**src/verilog/ptm8_pkg.sv**
```systemverilog
// Shared constants, types and helpers of the period match timer block
package ptm8_pkg;
  // ************************************************************
  // Sizes
  // ************************************************************
  localparam int NUM_TMR = 3;
  localparam int NUM_CH = 3;
  localparam int DW = 8;
  localparam int CW = 7;
  localparam int AW = 8;
  localparam int BW = 32;
  localparam int SEL_W = 2;
  typedef logic [DW-1:0] ptm8_byte_t;
  typedef logic [SEL_W-1:0] ptm8_sel_t;

  // ************************************************************
  // Reset values and control fields
  // ************************************************************
  localparam logic [DW-1:0] COUNT_RST = 8'h00;
  localparam logic [DW-1:0] PERIOD_RST = 8'hFF;
  localparam logic [CW-1:0] CTRL_RST = 7'h00;
  localparam logic [DW-1:0] BYTE_ZERO = 8'h00;
  localparam logic [DW-1:0] COUNT_ONE = 8'h01;
  localparam int RUN_BIT = 2;
  localparam int PRE_LSB = 0;
  localparam int POST_LSB = 3;
  localparam logic [1:0] PRE_DIV1 = 2'h0;
  localparam logic [1:0] PRE_DIV4 = 2'h1;
  localparam logic [3:0] PRE_LAST1 = 4'h0;
  localparam logic [3:0] PRE_LAST4 = 4'h3;
  localparam logic [3:0] PRE_LAST16 = 4'hF;
  localparam logic [3:0] NIB_ZERO = 4'h0;
  localparam logic [3:0] NIB_ONE = 4'h1;

  // ************************************************************
  // Instruction rate divider
  // ************************************************************
  localparam int INSTR_DIV = 4;
  localparam logic [1:0] DIV_LAST = 2'(INSTR_DIV - 1);
  localparam logic [1:0] DIV_ZERO = 2'h0;
  localparam logic [1:0] DIV_ONE = 2'h1;

  // ************************************************************
  // Register map, byte addresses
  // ************************************************************
  localparam logic [AW-1:0] TMR_STRIDE = 8'h10;
  localparam logic [AW-1:0] OFS_COUNT = 8'h00;
  localparam logic [AW-1:0] OFS_PERIOD = 8'h04;
  localparam logic [AW-1:0] OFS_CTRL = 8'h08;
  localparam logic [AW-1:0] OFS_FLAGS3 = 8'h30;
  localparam logic [AW-1:0] OFS_FLAGS5 = 8'h34;
  localparam logic [AW-1:0] OFS_EN3 = 8'h38;
  localparam logic [AW-1:0] OFS_EN5 = 8'h3C;
  localparam logic [AW-1:0] OFS_TSEL = 8'h40;
  localparam logic [DW-1:0] FLAGS3_MASK = 8'h08;
  localparam logic [DW-1:0] FLAGS5_MASK = 8'h18;
  localparam int FLAG_BIT_T4 = 3;
  localparam int FLAG_BIT_T6 = 3;
  localparam int FLAG_BIT_T8 = 4;
  localparam logic [5:0] TSEL_RST = 6'h00;

  function automatic logic [3:0] ptm8_pre_last(input logic [1:0] sel);
    if (sel[1]) begin
      return PRE_LAST16;
    end else if (sel == PRE_DIV4) begin
      return PRE_LAST4;
    end
    return PRE_LAST1;
  endfunction : ptm8_pre_last

  function automatic logic ptm8_hit(input logic [AW-1:0] addr, input int idx,
                                    input logic [AW-1:0] ofs);
    return addr == (TMR_STRIDE * 8'(idx)) + ofs;
  endfunction : ptm8_hit
endpackage : ptm8_pkg

```
**src/verilog/ptm8_unit_if.sv**
```systemverilog
// Signals between the register front end and one timer unit
`timescale 1ns/10ps
interface ptm8_unit_if;
  import ptm8_pkg::*;
  logic tick;
  logic wr_count;
  logic wr_period;
  logic wr_ctrl;
  logic [DW-1:0] wdata;
  logic [DW-1:0] count;
  logic [DW-1:0] period;
  logic [CW-1:0] ctrl;
  logic match;
  logic post;
  modport unit (input tick, input wr_count, input wr_period, input wr_ctrl,
                input wdata, output count, output period, output ctrl,
                output match, output post);
  modport host (output tick, output wr_count, output wr_period, output wr_ctrl,
                output wdata, input count, input period, input ctrl,
                input match, input post);
endinterface : ptm8_unit_if

```
**src/verilog/ptm8_unit.sv**
```systemverilog
// One 8-bit period timer with prescaler and postscaler
`timescale 1ns/10ps
module ptm8_unit (
  input logic clk,
  input logic resetn,
  ptm8_unit_if.unit u
);
  import ptm8_pkg::*;

  logic [DW-1:0] count_reg;
  logic [DW-1:0] period_reg;
  logic [CW-1:0] ctrl_reg;
  logic [3:0] pre_reg;
  logic [3:0] post_reg;
  logic match_reg;
  logic hit_reg;
  logic run;
  logic clear;
  logic inc;
  logic wrap;
  logic hit;
  logic [1:0] pre_sel;
  logic [3:0] post_sel;

  assign run = ctrl_reg[RUN_BIT];
  assign pre_sel = ctrl_reg[PRE_LSB +: 2];
  assign post_sel = ctrl_reg[POST_LSB +: 4];
  assign clear = u.wr_count | u.wr_ctrl;
  assign inc = u.tick & run & ~clear & (pre_reg == ptm8_pre_last(pre_sel)); // see
  assign wrap = inc & (count_reg == period_reg);
  assign hit = post_reg == post_sel;

  // ************************************************************
  // Prescaler
  // ************************************************************
  always_ff @(posedge clk or negedge resetn) begin
    if (!resetn) begin
      pre_reg <= NIB_ZERO;
    end else if (clear) begin
      pre_reg <= NIB_ZERO;
    end else if (u.tick && run) begin
      pre_reg <= (pre_reg == ptm8_pre_last(pre_sel)) ? NIB_ZERO : pre_reg + NIB_ONE;
    end
  end

  // ************************************************************
  // Counter, period and control
  // ************************************************************
  always_ff @(posedge clk or negedge resetn) begin
    if (!resetn) begin
      count_reg <= COUNT_RST;
    end else if (u.wr_count) begin
      count_reg <= u.wdata;
    end else if (inc) begin
      count_reg <= wrap ? BYTE_ZERO : count_reg + COUNT_ONE;
    end
  end

  always_ff @(posedge clk or negedge resetn) begin
    if (!resetn) begin
      period_reg <= PERIOD_RST;
    end else if (u.wr_period) begin
      period_reg <= u.wdata;
    end
  end

  always_ff @(posedge clk or negedge resetn) begin
    if (!resetn) begin
      ctrl_reg <= CTRL_RST;
    end else if (u.wr_ctrl) begin
      ctrl_reg <= u.wdata[CW-1:0];
    end
  end

  // ************************************************************
  // Postscaler
  // ************************************************************
  always_ff @(posedge clk or negedge resetn) begin
    if (!resetn) begin
      post_reg <= NIB_ZERO;
    end else if (clear) begin
      post_reg <= NIB_ZERO;
    end else if (wrap) begin
      post_reg <= hit ? NIB_ZERO : post_reg + NIB_ONE;
    end
  end

  always_ff @(posedge clk or negedge resetn) begin
    if (!resetn) begin
      match_reg <= 1'b0;
      hit_reg <= 1'b0;
    end else begin
      match_reg <= wrap;
      hit_reg <= wrap & hit;
    end
  end

  assign u.count = count_reg;
  assign u.period = period_reg;
  assign u.ctrl = ctrl_reg;
  assign u.match = match_reg;
  assign u.post = hit_reg;
endmodule : ptm8_unit

```
**src/verilog/ptm8_top.sv**
```systemverilog
// Three 8-bit period timers behind an Avalon-MM register slave
// ************************************************************
// Functional notes
// Each timer has a readable, writable 8-bit counter and period register.
// Counter clocked at system clock over four through a 1, 4 or 16 prescaler.
// Each period match feeds a 4-bit postscaler, ratio one to sixteen.
// Postscaler output sets the timer flag in flag register three or five.
// Each timer flag is gated onto the interrupt by its enable bit.
// Clearing control bit 2 stops the timer from counting.
// Any device reset clears the counter to zero.
// Counter write, control write or reset clears prescaler and postscaler.
// A control write leaves the counter value unchanged.
// Each timer can serve as a PWM time base.
// Per-channel select bits choose which timer drives each PWM channel.
// Count from zero to period, then zero; period resets to all ones.
// Prescale code 00 is 1, 01 is 4, 1x is 16.
// Postscale ratio equals its four-bit code plus one.
// The PWM time base is taken before the postscaler.
// Flag set on every Nth match, postscaler restarts, software clears flag.
// ************************************************************
//
// Chosen here: the placing of the registers and register access over Avalon-MM.
`timescale 1ns/10ps
module ptm8_top (
  input logic clk,
  input logic resetn,
  input logic [ptm8_pkg::AW-1:0] avs_address,
  input logic avs_read,
  input logic avs_write,
  input logic [ptm8_pkg::BW-1:0] avs_writedata,
  input logic [3:0] avs_byteenable,
  output logic [ptm8_pkg::BW-1:0] avs_readdata,
  output logic avs_waitrequest,
  output logic irq,
  output logic [ptm8_pkg::NUM_CH-1:0][ptm8_pkg::DW-1:0] pwm_count,
  output logic [ptm8_pkg::NUM_CH-1:0] pwm_match
);
  import ptm8_pkg::*;

  // ************************************************************
  // Instruction rate divider
  // ************************************************************
  logic [1:0] div_reg;
  logic tick;

  always_ff @(posedge clk or negedge resetn) begin
    if (!resetn) begin
      div_reg <= DIV_ZERO;
    end else begin
      div_reg <= div_reg + DIV_ONE;
    end
  end

  assign tick = div_reg == DIV_LAST;

  // ************************************************************
  // Bus handshake
  // ************************************************************
  logic ack_reg;
  logic req;
  logic wr_go;
  logic [BW-1:0] readdata_reg;
  logic [DW-1:0] rd_mux;
  logic [DW-1:0] wbyte;

  assign req = avs_read | avs_write;
  assign avs_waitrequest = req & ~ack_reg;
  assign wr_go = avs_write & ack_reg & avs_byteenable[0];
  assign wbyte = avs_writedata[DW-1:0];

  always_ff @(posedge clk or negedge resetn) begin
    if (!resetn) begin
      ack_reg <= 1'b0;
    end else begin
      ack_reg <= req & ~ack_reg;
    end
  end

  always_ff @(posedge clk or negedge resetn) begin
    if (!resetn) begin
      readdata_reg <= '0;
    end else if (avs_read && !ack_reg) begin
      readdata_reg <= {{(BW-DW){1'b0}}, rd_mux};
    end
  end

  assign avs_readdata = readdata_reg;

  // ************************************************************
  // Timer units
  // ************************************************************
  logic [NUM_TMR-1:0][DW-1:0] t_count;
  logic [NUM_TMR-1:0][DW-1:0] t_period;
  logic [NUM_TMR-1:0][CW-1:0] t_ctrl;
  logic [NUM_TMR-1:0] t_match;
  logic [NUM_TMR-1:0] t_post;

  for (genvar i = 0; i < NUM_TMR; i++) begin : g_tmr
    ptm8_unit_if ui ();
    assign ui.tick = tick;
    assign ui.wdata = wbyte;
    assign ui.wr_count = wr_go & ptm8_hit(avs_address, i, OFS_COUNT);
    assign ui.wr_period = wr_go & ptm8_hit(avs_address, i, OFS_PERIOD);
    assign ui.wr_ctrl = wr_go & ptm8_hit(avs_address, i, OFS_CTRL);
    ptm8_unit u_unit (
      .clk(clk),
      .resetn(resetn),
      .u(ui.unit)
    );
    assign t_count[i] = ui.count;
    assign t_period[i] = ui.period;
    assign t_ctrl[i] = ui.ctrl;
    assign t_match[i] = ui.match;
    assign t_post[i] = ui.post;
  end

  // ************************************************************
  // Interrupt flags and enables
  // ************************************************************
  logic [DW-1:0] flags3_reg;
  logic [DW-1:0] flags5_reg;
  logic [DW-1:0] en3_reg;
  logic [DW-1:0] en5_reg;
  logic [DW-1:0] set3;
  logic [DW-1:0] set5;
  logic [DW-1:0] clr3;
  logic [DW-1:0] clr5;

  always_comb begin
    set3 = BYTE_ZERO;
    set5 = BYTE_ZERO;
    set3[FLAG_BIT_T4] = t_post[0];
    set5[FLAG_BIT_T6] = t_post[1];
    set5[FLAG_BIT_T8] = t_post[2];
    clr3 = (wr_go && avs_address == OFS_FLAGS3) ? wbyte : BYTE_ZERO;
    clr5 = (wr_go && avs_address == OFS_FLAGS5) ? wbyte : BYTE_ZERO;
  end

  // Set wins over a clear in the same cycle
  always_ff @(posedge clk or negedge resetn) begin
    if (!resetn) begin
      flags3_reg <= BYTE_ZERO;
      flags5_reg <= BYTE_ZERO;
    end else begin
      flags3_reg <= ((flags3_reg & ~clr3) | set3) & FLAGS3_MASK;
      flags5_reg <= ((flags5_reg & ~clr5) | set5) & FLAGS5_MASK;
    end
  end

  always_ff @(posedge clk or negedge resetn) begin
    if (!resetn) begin
      en3_reg <= BYTE_ZERO;
      en5_reg <= BYTE_ZERO;
    end else if (wr_go && avs_address == OFS_EN3) begin
      en3_reg <= wbyte & FLAGS3_MASK;
    end else if (wr_go && avs_address == OFS_EN5) begin
      en5_reg <= wbyte & FLAGS5_MASK;
    end
  end

  assign irq = (|(flags3_reg & en3_reg)) | (|(flags5_reg & en5_reg));

  // ************************************************************
  // PWM time base selection
  // ************************************************************
  logic [5:0] tsel_reg;
  logic [NUM_CH-1:0][DW-1:0] pwm_count_reg;
  logic [NUM_CH-1:0] pwm_match_reg;

  always_ff @(posedge clk or negedge resetn) begin
    if (!resetn) begin
      tsel_reg <= TSEL_RST;
    end else if (wr_go && avs_address == OFS_TSEL) begin
      tsel_reg <= wbyte[5:0];
    end
  end

  always_ff @(posedge clk or negedge resetn) begin
    if (!resetn) begin
      pwm_count_reg <= '0;
      pwm_match_reg <= '0;
    end else begin
      for (int c = 0; c < NUM_CH; c++) begin
        if (int'(tsel_reg[c*SEL_W +: SEL_W]) < NUM_TMR) begin
          pwm_count_reg[c] <= t_count[tsel_reg[c*SEL_W +: SEL_W]];
          pwm_match_reg[c] <= t_match[tsel_reg[c*SEL_W +: SEL_W]];
        end else begin
          pwm_count_reg[c] <= BYTE_ZERO;
          pwm_match_reg[c] <= 1'b0;
        end
      end
    end
  end

  assign pwm_count = pwm_count_reg;
  assign pwm_match = pwm_match_reg;

  // ************************************************************
  // Read decode
  // ************************************************************
  always_comb begin
    rd_mux = BYTE_ZERO;
    if (avs_address == OFS_FLAGS3) begin
      rd_mux = flags3_reg;
    end else if (avs_address == OFS_FLAGS5) begin
      rd_mux = flags5_reg;
    end else if (avs_address == OFS_EN3) begin
      rd_mux = en3_reg;
    end else if (avs_address == OFS_EN5) begin
      rd_mux = en5_reg;
    end else if (avs_address == OFS_TSEL) begin
      rd_mux = {2'h0, tsel_reg};
    end else begin
      for (int k = 0; k < NUM_TMR; k++) begin
        if (ptm8_hit(avs_address, k, OFS_COUNT)) begin
          rd_mux = t_count[k];
        end else if (ptm8_hit(avs_address, k, OFS_PERIOD)) begin
          rd_mux = t_period[k];
        end else if (ptm8_hit(avs_address, k, OFS_CTRL)) begin
          rd_mux = {1'b0, t_ctrl[k]};
        end
      end
    end
  end
endmodule : ptm8_top

```
**config.mk**
```make
export PLATFORM = sky130hd
export DESIGN_NAME = ptm8_top
export DESIGN_NICKNAME = d
export VERILOG_FILES = /design/src/verilog/ptm8_pkg.sv /design/src/verilog/ptm8_unit_if.sv /design/src/verilog/ptm8_unit.sv /design/src/verilog/ptm8_top.sv
export SDC_FILE = /design/constraint.sdc
export NUM_CORES = 1
export LEC_CHECK = 0
export BUFFER_PORTS_ARGS = -buffer_cell sky130_fd_sc_hd__buf_2
export CAP_MARGIN = 20
export CORE_UTILIZATION = 30
export CTS_CLUSTER_SIZE = 16
export DETAILED_ROUTE_END_ITERATION = 7
export HOLD_SLACK_MARGIN = 0.06
export PLACE_DENSITY_LB_ADDON = 0.1
export SLEW_MARGIN = 20
export SYNTH_ARGS = -nofsm -noshare
export SYNTH_HDL_FRONTEND = slang
export SYNTH_SLANG_ARGS = --single-unit
```
**constraint.sdc**
```tcl
create_clock -name clk -period 2 [get_ports clk]
set_clock_uncertainty 0.15 [all_clocks]
set_input_delay 0.4 -clock clk [delete_from_list [all_inputs] [get_ports clk]]
set_output_delay 0.4 -clock clk [all_outputs]
set_load 0.01 [all_outputs]
```
# ---- Yosys cells after proc, flatten, opt, wreduce, memory -nomap -nowiden
# Cells that the tools add are included.
dict set report word_totals {
  mem_bits_ro 0
  register_bits 149
  n_memories 0
  ram_bits 0
  input_bits 48
  wordCells 237
  output_inout_bits 61
  latchBits 0
}
dict set report op_classes {
  mux 91
  bitwise 45
  div_mod_pow 0
  multipliers 0
  shift 0
  order_cmp 6
  eq_ne 29
  n_reduce_logical 23
  add_sub_neg 10
}
# op n
set ops {}
lappend ops {{8-bit two-way mux} 28}
lappend ops {{4-bit two-way mux} 37}
lappend ops {{8-bit by 6-bit == test with 1-bit output (second input constant)} 7}
lappend ops {{8-bit binary-select mux with 2-bit select} 3}
lappend ops {{4-bit == test} 9}
lappend ops {{1-bit AND} 27}
lappend ops {{4-bit by 1-bit adder with 4-bit output (second input constant)} 6}
lappend ops {{8-bit by 1-bit adder with 8-bit output (second input constant)} 3}
lappend ops {{8-bit by 5-bit == test with 1-bit output (second input constant)} 3}
lappend ops {{8-bit == test} 3}
lappend ops {{1-bit two-way mux} 18}
lappend ops {{2-bit nonzero test} 9}
lappend ops {{8-bit OR reduction} 2}
lappend ops {{5-bit AND} 2}
lappend ops {{1-bit logical AND} 9}
lappend ops {{2-bit by 3-bit less-than comparator with 1-bit output (second input constant)} 3}
lappend ops {{4-bit AND} 2}
lappend ops {{8-bit by 3-bit == test with 1-bit output (second input constant)} 1}
lappend ops {{8-bit by 4-bit == test with 1-bit output (second input constant)} 1}
lappend ops {{8-bit by 7-bit == test with 1-bit output (second input constant)} 1}
lappend ops {{8-bit zero test} 1}
lappend ops {{7-bit two-way mux} 1}
lappend ops {{1-bit binary-select mux with 2-bit select} 3}
lappend ops {{2-bit by 1-bit == test with 1-bit output (second input constant)} 3}
lappend ops {{other kinds (12)} 22}

# ---- Logic depth before layout (Yosys ltp)
# Gate-level depths: netlist (run 1).
dict set report logic_depth {
  depth_word 15
  mapped_depth 9
  depth_no_buf 7
}

# ---- Cells and area by module
# Synthesis (run 1) repeated with hierarchy kept, for this count alone.
dict set report hier_totals {
  cells_unflattened 908
  area_unflattened_um2 8803.4
}
# module cells_each n_inst area_per_inst_um2 seq_area_each_um2
set by_module_without_submodules {}
lappend by_module_without_submodules {ptm8_unit 170 3 1774.2 835.8}
lappend by_module_without_submodules {ptm8_top 398 1 3480.8 1251.2}

# ---- Worst setup path after synthesis (run 1)
# OpenSTA, ideal clock, no wires.
dict set report synth_path {
  path_type {input to register}
  startpoint {in avs_address[7] (netlist bit)}
  endpoint {reg g_tmr[2].u_unit.count_reg[2]}
  stages 7
  slack_ns -0.128
  arrival_time_ns 1.841
  required_ns 1.713
  path_buffers 1
  setup_ns 0.137
  path_cell_list {buf_2 -> or4b_4 -> nor3_4 -> nor4b_1 -> a21oi_1 -> a2bb2oi_1 -> a21oi_1}
}
dict set report synth_via {
  elab_chain_len 10
  elab_cells_between_ends 13
  classes_between {eq/ne (2); mux (3); bitwise (7); reduce/logical (1)}
}
# element line_no
set synth_lines {}
lappend synth_lines {{start, declared} ptm8_top.sv:27} ;# input logic [ptm8_pkg::AW-1:0] avs_address,
lappend synth_lines {{8-bit by 6-bit == test with 1-bit output} ptm8_pkg.sv:73} ;# return addr == (TMR_STRIDE * 8'(idx)) + ofs;
lappend synth_lines {{1-bit AND (on tied branches)} {ptm8_top.sv:102, ptm8_top.sv:104}}
lappend synth_lines {{1-bit OR} ptm8_unit.sv:28} ;# assign clear = u.wr_count | u.wr_ctrl;
lappend synth_lines {{1-bit NOT} ptm8_unit.sv:29} ;# assign inc = u.tick & run & ~clear & (pre_reg == ptm8_pre_last(pre_sel));
lappend synth_lines {{1-bit AND (2 in series)} ptm8_unit.sv:29}
lappend synth_lines {{1-bit AND} ptm8_unit.sv:30} ;# assign wrap = inc & (count_reg == period_reg);
lappend synth_lines {{8-bit two-way mux} ptm8_unit.sv:55} ;# count_reg <= wrap ? BYTE_ZERO : count_reg + COUNT_ONE;
lappend synth_lines {{8-bit two-way mux} ptm8_unit.sv:54} ;# end else if (inc) begin
lappend synth_lines {{8-bit two-way mux} ptm8_unit.sv:52} ;# end else if (u.wr_count) begin
lappend synth_lines {{end signal, assigned} ptm8_unit.sv:53} ;# count_reg <= u.wdata;
lappend synth_lines {{end signal, assigned} ptm8_unit.sv:55}
lappend synth_lines {{end, declared} ptm8_unit.sv:10} ;# logic [DW-1:0] count_reg;
# Parallel ways exist; a longest one is shown, timed or not. The select of a mux whose other input is x is not followed.
# A chain may end at the register's enable or synchronous reset.

# ---- Final worst setup path (run 1)
dict set report layout_path {
  startpoint {reg g_tmr[1].u_unit.pre_reg[0]}
  endpoint {reg g_tmr[1].u_unit.post_reg[2]}
}
dict set report layout_via {
  elab_chain_len 4
}
# element line_no
set layout_lines {}
lappend layout_lines {{start, declared} ptm8_unit.sv:13} ;# logic [3:0] pre_reg;
lappend layout_lines {{start signal, assigned} ptm8_unit.sv:42} ;# pre_reg <= (pre_reg == ptm8_pre_last(pre_sel)) ? NIB_ZERO : pre_reg + NIB_ONE;
lappend layout_lines {{4-bit == test} ptm8_unit.sv:29}
lappend layout_lines {{1-bit AND} ptm8_unit.sv:29}
lappend layout_lines {{1-bit AND} ptm8_unit.sv:30}
lappend layout_lines {{2-bit nonzero test (no line)} n/a}
lappend layout_lines {{end signal, assigned} ptm8_unit.sv:84} ;# post_reg <= hit ? NIB_ZERO : post_reg + NIB_ONE;
lappend layout_lines {{end, declared} ptm8_unit.sv:14} ;# logic [3:0] post_reg;
# Every way passes these cells.

==> results.json, run 1 <==
{
  "outcome": "complete, but fails checks",
  "violations": "setup timing",
  "clockBufferDepth": 2,
  "critPathBufInv": 0,
  "r2r_slack_ns": -0.04,
  "num_vias": 7415,
  "tns_ns": -0.111,
  "die_w_um": 170,
  "drt_pre_antenna_iters": 5,
  "synth_edf_count": 0,
  "layout_commonest_cell": "buf_4",
  "finalCritPeriodShare_pct": 102,
  "ios": 109,
  "yosys_warnings": 0,
  "reg2regPathDepth": 6,
  "r2r-end": "g_tmr[1].u_unit.post_reg[2]$_DFFE_PN0P_",
  "fin_util_pct": 40.9,
  "cp_slowest_stage_delay_ns": 0.42,
  "path_cells": "or3_4, a21oi_4, or2_2, nand4_1, or3b_4, a21oi_2",
  "startpoint_type": "flip-flop",
  "grt_overflow": 0,
  "start_util_pct": 30.6,
  "grt.total_usage_pct": 21.0,
  "grt_max_degree": 53,
  "async_flop_share_pct": 100,
  "grt_pass1_vias": 7226,
  "worst_pin_slew_ns": 0.501,
  "avgSynthCellArea_um2": 9.62,
  "antenna_found_initial": 0,
  "drtIter0Drc": 465,
  "hold_start": "avs_read",
  "layout-drive-gt1-share_pct": 38.7,
  "ys_seq_area_share_pct": 44.1,
  "place_ws_ns": -0.340,
  "critPathTopFamily": "simple AND/OR/NAND/NOR gates",
  "vias_per_cell": 4.96,
  "portBuffers": 57,
  "multiInputGateArea_um2": 4570,
  "power_density_nw_per_um2": 638,
  "mostFrequentLayoutCells": "190 x buf_4, 125 x dfrtp_1, 86 x nand2_1, 66 x nor2_1, 60 x mux2_2",
  "ys_types": 70,
  "setup_viol": 4,
  "routed_wl_um": 29400,
  "dieArea_um2": 29100,
  "place_congestion": 0.844,
  "arrival_ns": 2.25,
  "core_area_um2": 27900,
  "final_cells": 1494,
  "synth-main-ff-cell": "dfrtp_1",
  "areaGrowthSynthToFinish_pct": 33.7,
  "rsz0062_at_grt": "yes",
  "cp-end-kind": "flip-flop",
  "antenna_cells": 0,
  "num_rows": 61,
  "h-tree-depth": 4,
  "synthCells": 885,
  "die_y_um": 170,
  "root_buffer": "clkbuf_16",
  "crit_type": "reg2reg",
  "hold_depth": 3,
  "cap_violations": 0,
  "p_leak_uw": 0.00514,
  "worstPathRequired_ns": 2.21,
  "worstSkewPairLatency_ns": 0.43,
  "wl_per_cell_um": 19.7,
  "cts_inserted_buffers": 17,
  "drc": 0,
  "dpl.hpwl_um": 21700,
  "period_needed_ns": 2.04,
  "fmax_mhz": 490,
  "r2r-start": "g_tmr[1].u_unit.pre_reg[0]$_DFFE_PN0P_",
  "slew_headroom_pct": 66.6,
  "slowest_stage": "dfrtp_1",
  "whs_ns": 0.0893,
  "layout_setup_ws_ns": -0.0406,
  "grt_pass1_wl_um": 44900,
  "cts_tree": "yes",
  "clock-sinks": 149,
  "synth-seq-cells": 149,
  "postRouteAntennaNets": 0,
  "finalHoldViolCount": 0,
  "syn-cell-area_um2": 8510,
  "final_max_slew_viol_count": 0,
  "hold_path.class": "in2reg",
  "num-nets-final": 1161,
  "holdPathEnd": "ack_reg$_DFF_PN0_",
  "fill_cells": 2795,
  "placed_cells": 1436,
  "clk_pin_slew_ns": 0.07,
  "vdd_drop_max_mv": 0.473,
  "crit_path_max_fanout": 4,
  "seq_area_um2": 3760
}
## synth_stat cells, types with 12 or more instances
library cell  number  area, um2
nand2_1           86        323
o21ai_0           58        290
dfstp_2           24        631
nand3_1           33        165
a21oi_1           49        245
xnor2_1           32        280
mux2i_1           34        340
buf_4             25        188
mux2_2            60        676
nor2_1            70        263
clkbuf_1          27        101
dfrtp_1          125       3130
and3_1            18        113
nand4_1           13       81.3
buf_2             19       95.1
nor2b_1           16        100
inv_1             13       48.8
nand3b_1          12       90.1
buf_1             12       45.0
a31oi_1           15       93.8
## cell type report
| type | instances | area share, % |
|---|---|---|
| Clock buffer | 17 | 3.74 |
| Clock inverter | 15 | 1.54 |
| Inverter | 13 | 0.429 |
| Multi-Input combinational cell | 661 | 40.1 |
| Sequential cell | 149 | 33.0 |
| Tap cell | 378 | 4.15 |
| Timing Repair Buffer | 261 | 17.0 |
## metal layers
metal	vias up	track usage, %	wire, um
met5	-	0	0
met1	3628	30.0	14600
met2	191	31.7	12900
met4	0	8.34	844
li1	3555	-	-
met3	41	3.23	1020
## stage by stage
| stage | total power, uW | instance area (um2) |
|---|---|---|
| 6_report | 7260 | 11400 |
| 5_1_grt | 7560 | 11400 |
| 4_1_cts | 7320 | 11200 |
| 3_5_place_dp | 3990 | 10400 |
| 3_3_place_gp | 3990 | 10400 |
| 2_1_floorplan | 3600 | 8650 |
## report_power, final
group | total [uW] | switching (uW) | internal (uW)
combinational | 829 | 466 | 362
sequential | 3160 | 63.6 | 3090
clock | 3270 | 1580 | 1690
total | 7260 | 2110 | 5150
## worst register-to-register path, cell delays in order (launching register included)
cell and delay, ns:
dfrtp_1 0.42, or3_4 0.39, a21oi_4 0.19, or2_2 0.15, nand4_1 0.14, or3b_4 0.41, a21oi_2 0.12
## how the worst max path moves through the flow
stage	start	end	depth (start not counted)
3_3_place_gp	g_tmr[2].u_unit.pre_reg[0]$_DFFE_PN0P_	g_tmr[2].u_unit.u.count[3]$_DFFE_PN0P_	6
4_1_cts	g_tmr[1].u_unit.u.period[4]$_DFFE_PN1P_	g_tmr[1].u_unit.post_reg[2]$_DFFE_PN0P_	6
2_1_floorplan	avs_address[7]	g_tmr[2].u_unit.u.count[2]$_DFFE_PN0P_	7
3_5_place_dp	g_tmr[2].u_unit.pre_reg[0]$_DFFE_PN0P_	g_tmr[2].u_unit.u.count[3]$_DFFE_PN0P_	6
6_report	g_tmr[1].u_unit.pre_reg[0]$_DFFE_PN0P_	g_tmr[1].u_unit.post_reg[2]$_DFFE_PN0P_	6
5_1_grt	g_tmr[1].u_unit.pre_reg[0]$_DFFE_PN0P_	g_tmr[1].u_unit.post_reg[2]$_DFFE_PN0P_	6
## kinds of logic after synthesis
| family | Yosys count | share of synthesized area, % |
|---|---|---|
| AOI/OAI and AO/OA | 184 | 13.5 |
| xor gates and xnor gates | 39 | 4.01 |
| adders and majority gates | 10 | 1.47 |
| buffers and inverters | 98 | 5.80 |
| DFF | 149 | 44.1 |
| muxes | 94 | 11.9 |
| other | 1 | 0.0440 |
| and+or+nand+nor | 310 | 19.1 |
## what timing repair did
action	4_1_cts	5_1_grt
cloned	0	1
endpoints found under the hold margin	125	0
hold buffers	1	0
pin swaps	19	17
setup endpoints to repair	37	33
gates resized for setup	19	34
setup buffers	18	7
Note: power is estimated with default switching activity, not from simulation.
==> run 2, diff against run 1 <==
Settings changed: CORE_ASPECT_RATIO set to 2.
==> run 2 against run 1 <==
Against the previous run:
- the run still ends with setup timing left
- sequential share of layout area fell by 0.76 points
- fmax decreased by 0.82%
- first-iteration DRC count fell by 9.9%
- clock power increased by 5%
- final cell count shrank 0.47%
- via count grew 1.1%
- non-clock buffer count grew 19
- register-to-register slack got worse by 0.02 ns
- die area grew 0.14%
- sequential cell count unchanged
- largest power group unchanged
- sequential power about the same
==> results.json, run 2 (same netlist as run 1, synthesis figures left out) <==
{
  "routed_wl_um": 30900,
  "critPathTopFamily": "simple AND/OR/NAND/NOR gates",
  "drt_pre_antenna_iters": 7,
  "portBuffers": 57,
  "clk_pin_slew_ns": 0.07,
  "mostFrequentLayoutCells": "204 x buf_4, 124 x dfrtp_1, 85 x nand2_1, 63 x nor2_1, 59 x mux2_2",
  "reg2regPathDepth": 7,
  "slowest_stage": "dfstp_2",
  "dpl.hpwl_um": 23900,
  "tns_ns": -0.254,
  "clockBufferDepth": 2,
  "num-nets-final": 1180,
  "start_util_pct": 30.7,
  "drtIter0Drc": 419,
  "hold_path.class": "in2reg",
  "finalCritPeriodShare_pct": 103,
  "cap_violations": 0,
  "core_area_um2": 27800,
  "slew_headroom_pct": 49.4,
  "setup_viol": 7,
  "power_density_nw_per_um2": 637,
  "cts_inserted_buffers": 17,
  "whs_ns": 0.0897,
  "startpoint_type": "flip-flop",
  "num_rows": 86,
  "place_congestion": 0.902,
  "worstPathRequired_ns": 2.23,
  "hold_start": "avs_write",
  "wl_per_cell_um": 20.8,
  "r2r_slack_ns": -0.06,
  "crit_type": "reg2reg",
  "grt.total_usage_pct": 22.5,
  "period_needed_ns": 2.06,
  "layout_setup_ws_ns": -0.0574,
  "r2r-end": "g_tmr[2].u_unit.post_reg[2]$_DFFE_PN0P_",
  "grt_pass1_vias": 7802,
  "outcome": "complete, but fails checks",
  "finalPower_uw": 7430,
  "clock-sinks": 149,
  "layout-drive-gt1-share_pct": 40.6,
  "die_y_um": 240,
  "arrival_ns": 2.29,
  "final_max_slew_viol_count": 0,
  "worst_pin_slew_ns": 0.757,
  "h-tree-depth": 4,
  "finalHoldViolCount": 0,
  "placed_cells": 1428,
  "cp_slowest_stage_delay_ns": 0.55,
  "root_buffer": "clkbuf_16",
  "layout_commonest_cell": "buf_4",
  "r2r-start": "g_tmr[2].u_unit.u.period[4]$_DFFE_PN1P_",
  "die_w_um": 121,
  "ios": 109,
  "grt_pass1_wl_um": 47000,
  "drc": 0,
  "grt_overflow": 0,
  "p_leak_uw": 0.00529,
  "path_cells": "xnor2_1, nand4_1, nor2_1, buf_4, nand4_4, or4b_1, a21oi_1",
  "areaGrowthSynthToFinish_pct": 36.9,
  "fmax_mhz": 486,
  "num_vias": 7496,
  "critPathBufInv": 1,
  "violations": "setup timing",
  "grt_max_degree": 40,
  "antenna_cells": 0,
  "cp-end-kind": "flip-flop",
  "postRouteAntennaNets": 0,
  "crit_path_max_fanout": 3,
  "hold_depth": 3,
  "vdd_drop_max_mv": 0.574,
  "vias_per_cell": 5.04,
  "worstSkewPairLatency_ns": 0.45,
  "place_ws_ns": -0.391,
  "cts_tree": "yes",
  "antenna_found_initial": 0,
  "dieArea_um2": 29100,
  "holdPathEnd": "ack_reg$_DFF_PN0_",
  "final_cells": 1487,
  "rsz0062_at_grt": "yes"
}
[run 2: changes by cell type in the layout (fill, tap and decap cells not counted), moves of 3 or more]
cell,before,now
buf_12,7,11
buf_4,190,204
bufinv_16,0,3
clkinv_8,4,0
nor2_1,66,63
o21ai_0,50,42
o21ai_1,8,16
xnor2_1,29,26
xnor2_2,3,6
[run 2: how the worst max path moves through the flow]
stage	cells past startpoint	end	slack [ns]	start
2_1_floorplan	7	g_tmr[2].u_unit.u.count[2]$_DFFE_PN0P_	-0.10	avs_address[7]
3_3_place_gp	8	g_tmr[0].u_unit.post_reg[2]$_DFFE_PN0P_	-0.34	avs_address[2]
3_5_place_dp	8	g_tmr[2].u_unit.u.count[7]$_DFFE_PN0P_	-0.39	avs_address[2]
4_1_cts	3	irq	-0.09	en5_reg[4]$_DFFE_PN0P_
5_1_grt	7	g_tmr[2].u_unit.post_reg[2]$_DFFE_PN0P_	-0.13	g_tmr[2].u_unit.u.period[7]$_DFFE_PN1P_
6_report	7	g_tmr[2].u_unit.post_reg[2]$_DFFE_PN0P_	-0.06	g_tmr[2].u_unit.u.period[4]$_DFFE_PN1P_
[run 2: layout make-up]
class / count / area (um2)
clock buffer: 17 / 425
clock inverter: 15 / 195
fill: 2817 / 16100
inverter: 13 / 48.8
multi-input combinational: 661 / 4650
sequential: 149 / 3760
tap: 352 / 440
timing repair buffer: 280 / 2130
[run 2: repair_timing]
item	in CTS	in global routing
cloned	0	0
buffers inserted	20	7
hold buffers	2	0
pin swaps	28	39
gates resized for setup	34	47
setup endpoints to repair	36	37
endpoints found under the hold margin	128	0
[run 2: per-stage QoR]
stage	cell area (um2)	util [%]
after detailed placement	10500	37.9
final	11700	42.0
after floorplan	8650	-
after global routing	11700	42.0
after CTS	11400	41.2
after global placement	10500	37.9
[run 2: tightest hold or removal path, stage by stage]
cell    delay (ns)
buf_2         0.10
nor2_1        0.04
nor2_1        0.10
[run 2: per-layer routing]
| metal | vias up | track usage [%] | share of wire (%) |
|---|---|---|---|
| li1 | 3569 | - | - |
| met5 | - | 0 | 0 |
| met1 | 3688 | 23.2 | 37 |
| met3 | 65 | 3.20 | 2.7 |
| met4 | 0 | 13.5 | 5.6 |
| met2 | 174 | 42.2 | 55 |
[run 2: power by group]
group,internal [uW],total (uW),switching (uW)
sequential,3100,3160,60.9
clock,2000,3430,1440
combinational,356,835,478
total,5450,7430,1970
